<file path="src/slpa_defs.vh">
// Contract
// - reset: output low, irqs low, bus released
// - serial output idles low
// - data packet: 1, 1, eight bits, 0
// - data bits go least significant first
// - sender waits for 1,0 acknowledge
// - acknowledge only when another byte fits
// - rate select low 10, high 20 Mbit/s
// - receiver oversamples, independent of clock phase
// - bus driven only when selected and reading
// - select and direction latched at select fall
// - write data taken at select rise
// - four registers decoded by select and direction
// - received byte holds last data, never acks
// - received byte valid only while present flag
// - writes to received byte do nothing
// - receive irq within 14 bit times
// - ack starts 0.8 to 2.5 bits after deselect; here it waits behind a data packet already being sent
// - data read clears flag, irq, sends ack
// - output write clears ready until ack back
// - irq equals enable and flag
// - status: flag bit 0, enable bit 1
`ifndef SLPA_DEFS_VH
`define SLPA_DEFS_VH
`define SLPA_REG_RX_DATA 2'h0
`define SLPA_REG_TX_DATA 2'h1
`define SLPA_REG_RX_STAT 2'h2
`define SLPA_REG_TX_STAT 2'h3
`define SLPA_STAT_FLAG 0
`define SLPA_STAT_IEN 1
`define SLPA_CLK_HZ 40000000
`define SLPA_RATE_LO_HZ 10000000
`define SLPA_RATE_HI_HZ 20000000
// clocks per bit at each rate
`define SLPA_BIT_LO (`SLPA_CLK_HZ / `SLPA_RATE_LO_HZ)
`define SLPA_BIT_HI (`SLPA_CLK_HZ / `SLPA_RATE_HI_HZ)
`define SLPA_DATA_BITS 8
`endif

</file>
<file path="src/slpa_link_rx.v">
`timescale 1ns/10ps
`default_nettype none
`include "slpa_defs.vh"
module slpa_link_rx (
   // clock and reset
   input wire clk_in,
   input wire nrst_in,
   // link
   input wire serial_in,
   input wire rate_hi_in,
   // received packets
   output reg data_stb_out,
   output reg [7:0] data_out,
   output reg ack_stb_out
);
   localparam S_IDLE = 3'b001;
   localparam S_TYPE = 3'b010;
   localparam S_DATA = 3'b100;
   reg [2:0] state_q;
   reg [2:0] cnt_q;
   reg [3:0] bit_q;
   reg [7:0] shift_q;
   reg sync1_q;
   reg sync2_q;
   wire [2:0] full_w;
   wire [2:0] half_w;
   localparam integer BIT_LO = `SLPA_BIT_LO;
   localparam integer BIT_HI = `SLPA_BIT_HI;
   wire [31:0] bit_lo_w;
   wire [31:0] bit_hi_w;
   assign bit_lo_w = BIT_LO;
   assign bit_hi_w = BIT_HI;
   // link is asynchronous: two-stage sync, then count from the edge
   assign full_w = rate_hi_in ? bit_hi_w[2:0] : bit_lo_w[2:0];
   assign half_w = rate_hi_in ? 3'd2 : 3'd3;
   always @(posedge clk_in or negedge nrst_in) begin
      if (!nrst_in) begin
         sync1_q <= 1'b0;
         sync2_q <= 1'b0;
         state_q <= S_IDLE;
         cnt_q <= 3'h0;
         bit_q <= 4'h0;
         shift_q <= 8'h00;
         data_out <= 8'h00;
         data_stb_out <= 1'b0;
         ack_stb_out <= 1'b0;
      end else begin
         sync1_q <= serial_in;
         sync2_q <= sync1_q;
         data_stb_out <= 1'b0;
         ack_stb_out <= 1'b0;
         case (state_q)
            S_IDLE: begin
               // start edge; next sample lands mid second bit
               if (sync2_q) begin
                  state_q <= S_TYPE;
                  cnt_q <= full_w + half_w - 3'd2;
               end
            end
            S_TYPE: begin
               if (cnt_q == 3'h0) begin
                  if (sync2_q) begin
                     state_q <= S_DATA;
                     bit_q <= 4'h0;
                     cnt_q <= full_w - 3'd1;
                  end else begin
                     ack_stb_out <= 1'b1;
                     state_q <= S_IDLE;
                  end
               end else begin
                  cnt_q <= cnt_q - 3'd1;
               end
            end
            S_DATA: begin
               if (cnt_q == 3'h0) begin
                  cnt_q <= full_w - 3'd1;
                  bit_q <= bit_q + 4'h1;
                  if (bit_q == 4'd`SLPA_DATA_BITS) begin
                     // stop bit slot: wait for line low before idle
                     if (!sync2_q) begin
                        state_q <= S_IDLE;
                     end
                  end else begin
                     shift_q <= {sync2_q, shift_q[7:1]};
                     if (bit_q == 4'd7) begin
                        data_out <= {sync2_q, shift_q[7:1]};
                        data_stb_out <= 1'b1;
                     end
                  end
               end else begin
                  cnt_q <= cnt_q - 3'd1;
               end
            end
            default: state_q <= S_IDLE;
         endcase
      end
   end
endmodule
`default_nettype wire

</file>
<file path="src/slpa_top.v">
`timescale 1ns/10ps
`default_nettype none
`include "slpa_defs.vh"
module slpa_top (
   // clock and reset
   input wire clk_in,
   input wire nrst_in,
   // link
   input wire serial_in,
   output reg serial_out,
   input wire rate_select_in,
   // host bus
   input wire select_n_in,
   input wire read_write_n_in,
   input wire [1:0] reg_sel_in,
   input wire [7:0] host_bus_in,
   output reg [7:0] host_bus_out,
   output wire host_bus_oe_n_out,
   // interrupts
   output wire rx_irq_out,
   output wire tx_irq_out
);
   // =====================================================
   // host access capture
   // =====================================================
   reg sel_d1_q;
   reg [1:0] acc_sel_q;
   reg acc_rd_q;
   reg rd_data_done_q;
   wire cs_fall_w;
   wire cs_rise_w;
   assign cs_fall_w = sel_d1_q & ~select_n_in;
   assign cs_rise_w = ~sel_d1_q & select_n_in;
   assign host_bus_oe_n_out = ~(~select_n_in & acc_rd_q & ~sel_d1_q);
   reg rx_flag_q;
   reg rx_ien_q;
   reg tx_ready_q;
   reg tx_ien_q;
   reg [7:0] rx_byte_q;
   reg [7:0] tx_byte_q;
   reg tx_start_q;
   reg ack_req_q;
   wire rx_stb_w;
   wire ack_in_w;
   wire [7:0] rx_data_w;
   wire tx_done_w;
   slpa_link_rx u_rx (
      .clk_in(clk_in),
      .nrst_in(nrst_in),
      .serial_in(serial_in),
      .rate_hi_in(rate_select_in),
      .data_stb_out(rx_stb_w),
      .data_out(rx_data_w),
      .ack_stb_out(ack_in_w)
   );
   always @(posedge clk_in or negedge nrst_in) begin
      if (!nrst_in) begin
         sel_d1_q <= 1'b1;
         acc_sel_q <= 2'h0;
         acc_rd_q <= 1'b0;
         host_bus_out <= 8'h00;
      end else begin
         sel_d1_q <= select_n_in;
         if (cs_fall_w) begin
            acc_sel_q <= reg_sel_in;
            acc_rd_q <= read_write_n_in;
            // read data for the whole strobe
            if (reg_sel_in == `SLPA_REG_RX_DATA) begin
               host_bus_out <= rx_byte_q;
            end else if (reg_sel_in == `SLPA_REG_RX_STAT) begin
               host_bus_out <= {6'h00, rx_ien_q, rx_flag_q};
            end else if (reg_sel_in == `SLPA_REG_TX_STAT) begin
               host_bus_out <= {6'h00, tx_ien_q, tx_ready_q};
            end else begin
               host_bus_out <= 8'h00;
            end
         end
         if (cs_rise_w) begin
            acc_rd_q <= 1'b0;
         end
      end
   end
   // =====================================================
   // status, enables and data registers
   // =====================================================
   wire rd_rx_w;
   wire wr_tx_w;
   wire wr_rxs_w;
   wire wr_txs_w;
   assign rd_rx_w = cs_fall_w & read_write_n_in &
      (reg_sel_in == `SLPA_REG_RX_DATA);
   assign wr_tx_w = cs_rise_w & ~acc_rd_q &
      (acc_sel_q == `SLPA_REG_TX_DATA);
   assign wr_rxs_w = cs_rise_w & ~acc_rd_q &
      (acc_sel_q == `SLPA_REG_RX_STAT);
   assign wr_txs_w = cs_rise_w & ~acc_rd_q &
      (acc_sel_q == `SLPA_REG_TX_STAT);
   // write to received byte decodes to nothing
   always @(posedge clk_in or negedge nrst_in) begin
      if (!nrst_in) begin
         rx_flag_q <= 1'b0;
         rx_ien_q <= 1'b0;
         tx_ien_q <= 1'b0;
         tx_ready_q <= 1'b1;
         rx_byte_q <= 8'h00;
         tx_byte_q <= 8'h00;
         tx_start_q <= 1'b0;
         rd_data_done_q <= 1'b0;
      end else begin
         tx_start_q <= 1'b0;
         if (rx_stb_w) begin
            rx_byte_q <= rx_data_w;
            rx_flag_q <= 1'b1;
         end else if (rd_rx_w) begin
            rx_flag_q <= 1'b0;
         end
         if (rd_rx_w) begin
            rd_data_done_q <= 1'b1;
         end else if (cs_rise_w) begin
            rd_data_done_q <= 1'b0;
         end
         if (wr_rxs_w) begin
            rx_ien_q <= host_bus_in[`SLPA_STAT_IEN];
         end
         if (wr_txs_w) begin
            tx_ien_q <= host_bus_in[`SLPA_STAT_IEN];
         end
         if (wr_tx_w) begin
            tx_byte_q <= host_bus_in;
            tx_ready_q <= 1'b0;
            tx_start_q <= 1'b1;
         end else if (tx_done_w) begin
            tx_ready_q <= 1'b1;
         end
      end
   end
   assign rx_irq_out = rx_ien_q & rx_flag_q;
   assign tx_irq_out = tx_ien_q & tx_ready_q;
   // =====================================================
   // transmitter: data packets and acknowledges
   // =====================================================
   localparam T_IDLE = 4'b0001;
   localparam T_SEND = 4'b0010;
   localparam T_WAIT = 4'b0100;
   localparam T_ACK = 4'b1000;
   reg [3:0] tstate_q;
   reg [3:0] nbits_q;
   reg [10:0] tshift_q;
   reg [2:0] tcnt_q;
   reg data_pend_q;
   reg is_data_q;
   reg got_ack_q;
   wire bit_end_w;
   wire [2:0] full_w;
   reg ack_dly_q;
   localparam integer BIT_LO = `SLPA_BIT_LO;
   localparam integer BIT_HI = `SLPA_BIT_HI;
   wire [31:0] bit_lo_w;
   wire [31:0] bit_hi_w;
   assign bit_lo_w = BIT_LO;
   assign bit_hi_w = BIT_HI;
   assign full_w = rate_select_in ? bit_hi_w[2:0] : bit_lo_w[2:0];
   assign bit_end_w = (tcnt_q == 3'h0);
   assign tx_done_w = (tstate_q == T_WAIT) & got_ack_q & ~data_pend_q;
   always @(posedge clk_in or negedge nrst_in) begin
      if (!nrst_in) begin
         tstate_q <= T_IDLE;
         nbits_q <= 4'h0;
         tshift_q <= 11'h000;
         tcnt_q <= 3'h0;
         serial_out <= 1'b0;
         data_pend_q <= 1'b0;
         ack_req_q <= 1'b0;
         is_data_q <= 1'b0;
         got_ack_q <= 1'b0;
         ack_dly_q <= 1'b0;
      end else begin
         if (tx_start_q) begin
            data_pend_q <= 1'b1;
            got_ack_q <= 1'b0;
         end
         if (ack_in_w) begin
            got_ack_q <= 1'b1;
         end
         // ack after deselect of a data read; room for next byte
         // one extra clock keeps the ack at least 0.8 bit after deselect
         ack_dly_q <= cs_rise_w & rd_data_done_q;
         if (ack_dly_q) begin
            ack_req_q <= 1'b1;
         end
         case (tstate_q)
            T_IDLE: begin
               serial_out <= 1'b0;
               // ack first: it frees the peer, bounds delay
               if (ack_req_q) begin
                  ack_req_q <= 1'b0;
                  tshift_q <= 11'h001;
                  nbits_q <= 4'd2;
                  is_data_q <= 1'b0;
                  tstate_q <= T_SEND;
               end else if (data_pend_q) begin
                  data_pend_q <= 1'b0;
                  // start, one, data lsb first, stop
                  tshift_q <= {1'b0, tx_byte_q, 2'b11};
                  nbits_q <= 4'd11;
                  is_data_q <= 1'b1;
                  tstate_q <= T_SEND;
               end
               tcnt_q <= full_w - 3'd1;
            end
            T_SEND: begin
               serial_out <= tshift_q[0];
               if (bit_end_w) begin
                  tcnt_q <= full_w - 3'd1;
                  tshift_q <= {1'b0, tshift_q[10:1]};
                  nbits_q <= nbits_q - 4'h1;
                  if (nbits_q == 4'h1) begin
                     tstate_q <= is_data_q ? T_WAIT : T_IDLE;
                     // a data packet still queued must go out from idle
                     if (!is_data_q) begin
                        tstate_q <= (tx_ready_q | data_pend_q) ?
                           T_IDLE : T_WAIT;
                     end
                  end
               end else begin
                  tcnt_q <= tcnt_q - 3'd1;
               end
            end
            T_WAIT: begin
               serial_out <= 1'b0;
               // acks to send still go out while waiting
               if (got_ack_q) begin
                  tstate_q <= T_IDLE;
               end else if (ack_req_q) begin
                  ack_req_q <= 1'b0;
                  tshift_q <= 11'h001;
                  nbits_q <= 4'd2;
                  is_data_q <= 1'b0;
                  tcnt_q <= full_w - 3'd1;
                  tstate_q <= T_SEND;
               end
            end
            default: tstate_q <= T_IDLE;
         endcase
      end
   end
endmodule
`default_nettype wire

</file>
<file path="config.mk">
export PLATFORM = sky130hd
export DESIGN_NAME = slpa_top
export DESIGN_NICKNAME = d
export VERILOG_FILES = /design/src/slpa_link_rx.v /design/src/slpa_top.v
export VERILOG_INCLUDE_DIRS = /design/src
export SDC_FILE = /design/constraint.sdc
export NUM_CORES = 1
export LEC_CHECK = 0
export BUFFER_PORTS_ARGS = -buffer_cell sky130_fd_sc_hd__buf_4
export CORE_AREA = 2 2 90 92
export DETAILED_ROUTE_END_ITERATION = 16
export DIE_AREA = 0 0 92 94
export PLACE_DENSITY_LB_ADDON = 0.05
export SYNTH_ARGS = -nofsm -noshare
export SYNTH_HDL_FRONTEND = slang
export SYNTH_SLANG_ARGS = --single-unit
</file>
<file path="constraint.sdc">
create_clock -name clk_in -period 4.2 [get_ports clk_in]
set_clock_uncertainty 0.05 [all_clocks]
set_input_delay 0.21 -clock clk_in [delete_from_list [all_inputs] [get_ports clk_in]]
set_output_delay 0.21 -clock clk_in [all_outputs]
set_load 0.01 [all_outputs]
</file>
---- Word-level counts from Yosys, hierarchy flattened ----
Index checks and enable logic that the tools add are counted.
storage, ports and cells
  input port bits ......................... 16
  flip-flop bits (word level) ............. 92
  output and inout port bits .............. 12
  logic and storage cells ................. 187
cells by class
  reduce and logical (&&, ||, !) cells .... 23
  eq/ne operators ......................... 27
  muxes and demuxes ....................... 77
  bitwise logic cells ..................... 22
  add/subtract/negate cells ............... 7
operators by type and width
  operator                                                number
  two-way mux 11 bit                                      5
  two-way mux 4 bit                                       13
  two-way mux 3 bit                                       16
  case mux 11 bit (3 select lines)                        1
  two-way mux 1 bit                                       30
  case mux 3 bit (3 select lines)                         3
  case mux 4 bit (3 select lines)                         2
  AND reduction 4 bit                                     4
  nonzero test 2 bit                                      8
  bitwise AND 1 bit                                       15
  inequality test 2 x 1 -> 1 bit (second input constant)  5
  inequality test 2 bit (second input constant)           5
  AND reduction 5 bit                                     2
  AND reduction 3 bit                                     3
  subtractor 3 x 1 -> 3 bit (second input constant)       3
  equality test 2 bit (second input constant)             4
  equality test 4 x 1 -> 1 bit (second input constant)    2
  equality test 4 x 3 -> 1 bit (second input constant)    2
  two-way mux 8 bit                                       1
  case mux 4 bit (2 select lines)                         1
  zero test 3 bit                                         2
  inequality test 3 bit (second input constant)           2
  inverter 1 bit                                          6
  case mux 1 bit (2 select lines)                         3
  16 further kinds                                        18

---- Depth between registers and ports, before layout ----
  depth after elaboration ................. 6
  gate-level depth with buffers ........... 8
  gate-level depth less buffers ........... 7

---- Modules after synthesis ----
A second synthesis with hierarchy kept.
unflattened totals
  cells, all modules ...................... 355
  area total of the unflattened synthesis .. 4191.5 um^2
modules (own cells, without submodules)
  module        area an instance (um^2)  times used  sequential area each (um^2)  cells an instance
  slpa_top      2781.4                   1           1505.2                       238
  slpa_link_rx  1410.1                   1           726.9                        117

---- Worst setup path before layout ----
OpenSTA, ideal clock, no wires.
  path type ............................... flip-flop to flip-flop
  from .................................... register tstate_q[0]
  to ...................................... register nbits_q[1]
  path buffers ............................ 2
  data required time ...................... 4025 ps
  arrival ................................. 1759 ps
  library setup time ...................... 125 ps
  stages on the path, launching flop included .. 7
  period minus slack after synthesis ...... 1934 ps
  path slack .............................. 2266 ps
  cell sequence ........................... dfstp_2 buf_4 or3b_1 buf_2 nor2_4 nor3_4 mux2_2
on the way
  cells in the longest elaborated chain, start to end .. 3
  elaborated cells on any way between the ends .. 10
  classes of those cells .................. eq/ne (7); mux (1); reduce/logical (2)
RTL lines
  item                                                           RTL line        source
  from (decl)                                                    slpa_top.v:146  reg [3:0] tstate_q;
  from (signal assigned)                                         slpa_top.v:218  tstate_q <= is_data_q ? T_WAIT : T_IDLE;
  from (signal assigned)                                         slpa_top.v:221  tstate_q <= (tx_ready_q | data_pend_q) ?
  equality test 4 x 1 -> 1 bit, or another cell as far along     slpa_top.v:191  case (tstate_q)
  inequality test 3 bit (no line), or another cell as far along  --
  AND reduction 5 bit (no line)                                  --
  to (signal assigned)                                           slpa_top.v:216  nbits_q <= nbits_q - 4'h1;
  to (decl)                                                      slpa_top.v:147  reg [3:0] nbits_q;
Parallel ways exist; a longest one is shown, timed or not.
A chain may end at the register's enable or synchronous reset.

---- Final worst setup path ----
  from .................................... register tstate_q[1]
  to ...................................... register tshift_q[5]
on the way
  cells in the longest elaborated chain, start to end .. 3
  elaborated cells on any way between the ends .. 10
  classes of those cells .................. eq/ne (7); mux (1); reduce/logical (2)
RTL lines
  item                                                           RTL line        source
  equality test 4 x 1 -> 1 bit, or another cell as far along     slpa_top.v:191
  inequality test 3 bit (no line), or another cell as far along  --
  AND reduction 5 bit (no line)                                  --
  to (signal assigned)                                           slpa_top.v:204  tshift_q <= {1'b0, tx_byte_q, 2'b11};
  to (signal assigned)                                           slpa_top.v:215  tshift_q <= {1'b0, tshift_q[10:1]};
  to (decl)                                                      slpa_top.v:148  reg [10:0] tshift_q;
Parallel ways exist; a longest one is shown, timed or not.

==> impl_metrics.csv <==
group,metric,value,unit
logic_synthesis,synth_cell_types,47,
critical_path,arrival,2.73,ns
drt,antenna_left,0,
timing,tns,0,ns
power_and_ir_drop,leakagePower,2.17,nW
power_and_ir_drop,power_density,615,nW/um^2
floorplan,die_x,92,um
final_layout,area_delta_synth_final,14.1,%
drt,first_pass_iters,4,
global_route,grt_pass1_vias,2655,
timing,setup_viol_count_final,0,
logic_synthesis,yosysMostFrequentCell,"dfrtp_1",
final_layout,drive_above_1_share,27.8,%
final_layout,fin_nets,407,
timing,rsz0062_at_grt,"no",
drt,drc,0,
drt,drtIter0Drc,82,
drt,num_vias,2651,
drt,routed_wl,7100,um
clock_network,cts-root-buf,"clkbuf_8",
clock_network,cts_htree_levels,3,
timing,fin_ws,1.66,ns
final_layout,diodes,0,
critical_path,startpoint_type,"flip-flop",
floorplan,start_util,54.0,%
floorplan,die_y,94,um
final_layout,final_cells,487,
critical_path,crit_required,4.39,ns
global_route,grt_antenna_before_repair,0,
floorplan,core,7610,um^2
worst_hold_path,hold_path.class,"input pin to flip-flop",
logic_synthesis,synthCells,350,
clock_network,cts_buffers,9,
logic_synthesis,synth_area,4110,um^2
global_route,grt-ovfl-total,0,
logic_synthesis,ys.flop_type,"dfrtp_1",
timing,slew_headroom,20.4,%
final_layout,nFillCells,654,
floorplan,rows,32,
clock_network,clk_pin_slew,0.10,ns
floorplan,io_pins,28,
power_and_ir_drop,ir_worst_vdd,230,uV
placement,dp_slack,1.66,ns
critical_path,crit_type,"flip-flop to flip-flop",
logic_synthesis,syn_nets,377,
logic_synthesis,synth-edff-count,0,
logic_synthesis,ys_seq_area_share,54.4,%
global_route,grt_first_pass_wirelength,12500,um
critical_path,cp-end-kind,"flip-flop",
timing,fmax,0.394,GHz
placement,gp_congestion,0.797,
floorplan,die-area,8650,um^2
logic_synthesis,ys_seq_elements,89,
timing,slew_viol_final,0,
clock_network,cts.sinks,89,
clock_network,insertion_delay,0.36,ns
logic_synthesis,syn_area_per_cell,11.7,um^2
global_route,grt_usage,18.4,%
logic_synthesis,postSynth.asyncResetShare,100,%
logic_synthesis,ys_warn_count,0,
clock_network,tritoncts,"done",
clock_network,clock_path_buffers,2,
logic_synthesis,synthTopCellsByCount,"dfrtp_1, mux2_2, inv_1, o21ai_0, nand2_1",
timing,fin_crit_sh,60.4,%
timing,max_slew.worst_pin.slew,1.18,ns
logic_synthesis,yosysTopAreaCell,"dfrtp_1",
logic_synthesis,yosys-top-cells-area,"dfrtp_1, mux2_2, ha_1",
critical_path,critPathMaxFanout,15,
job,cap_viol_max_count,0,
drt,detail_route.wl_per_cell,14.6,um
timing,finalCriticalPeriod,2.54,ns
placement,port_buffers,27,
placement,dp.cells,468,
status,status,"complete, no violations",
clock_network,postCtsSetupBuffers,0,
drt,viasPerCell,5.44,
logic_synthesis,yosysTopAreaCellShare,51.8,%
placement,place_hpwl,4850,um
global_route,grt_max_degree,64,
timing,hold_viol,0,
-- metrics by stage --
step | area [um^2] | power [mW] | util [%] | hold slack, ns
floorplan | 4110 | 1.96 | - | -0.136
global placement | 4400 | 2.13 | 57.8 | 0.271
detailed placement | 4400 | 2.16 | 57.8 | 0.271
CTS | 4680 | 2.91 | 61.6 | 0.00974
global route | 4680 | 3.09 | 61.6 | 0.00972
finish | 4680 | 2.88 | 61.6 | 0.0221
-- final timing paths --
path	startpoint	end	slack, ns	cells after the start
worst max-delay path	tstate_q[1]	tshift_q[5]	1.66	4
worst min-delay path	host_bus_in[6]	tx_byte_q[6]	0.02	2
worst max register to register	tstate_q[1]	tshift_q[5]	1.66	4
worst min register to register	u_rx.sync1_q	u_rx.sync2_q	0.31	0
max in group asynchronous	nrst_in	tx_ready_q	2.76	3
min in group asynchronous	nrst_in	tcnt_q[1]	0.42	2
-- timing repair --
action,CTS,global route
hold buffers,3,0
endpoints found under the hold margin,61,0
gates resized for setup,0,0
-- power breakdown --
group          internal, mW  switching [mW]
Combinational         0.445           0.471
Clock                 0.408           0.330
Sequential             1.06           0.169
-- logic make-up (layout without fill, tap and decap cells) --
kind of cell	count (synthesis)	in the layout	share of synthesized area (%)
flip-flops	89	89	54.4
AND/OR/NAND/NOR	82	82	11.7
AO/OA/AOI/OAI	74	74	12.0
multiplexers	53	53	14.4
buffers and inverters	40	75	3.99
adder cells (fa/ha/maj)	11	11	3.35
XOR/XNOR	1	1	0.213
-- cell usage in the layout, fill, tap and decap left out, types with 5 or more instances in the layout --
cell	instances
inv_1	27
mux2i_1	5
nor2_1	14
o31ai_1	5
a21oi_1	13
dfrtp_1	85
o21ai_0	25
a22o_1	9
nand2_1	17
nand3_1	11
mux2_2	48
nor2b_1	5
nor3_1	6
buf_4	29
ha_1	11
nand2b_1	5
clkbuf_8	9
-- worst max-delay path: stages, from the launching register on --
cell	delay, ns
dfrtp_1	0.57
nor3b_2	0.85
nor3_1	0.40
a22o_1	0.29
mux2_2	0.26
-- state kept, by name, summed over array words and instances (netlist names), 4 cells and up --
| signal | flops |
|---|---|
| tshift_q | 10 |
| rx_byte_q | 8 |
| u_rx.data_out | 8 |
| u_rx.shift_q | 7 |
| host_bus_out | 8 |
| u_rx.bit_q | 4 |
| nbits_q | 4 |
| tx_byte_q | 8 |
-- area by class of cell --
type,instances,area (um^2),area share [%]
inverter,27,101,2.16
tap,102,128,2.72
sequential,89,2230,47.6
timing repair buffer,32,248,5.29
multi-input combinational,221,1720,36.6
clock inverter,7,135,2.88
clock buffer,9,124,2.64
-- layer usage --
metal | global-route usage (%) | share of wire [%] | routed length [um] | vias up
met5 | 0 | 0 | 0 | -
met4 | 6.22 | 1.2 | 83 | 0
met3 | 4.65 | 3.4 | 241 | 7
met2 | 29.2 | 48 | 3380 | 37
met1 | 25.0 | 48 | 3390 | 1310
li1 | - | - | - | 1297
No activity file was read; power rests on OpenSTA's default activity.
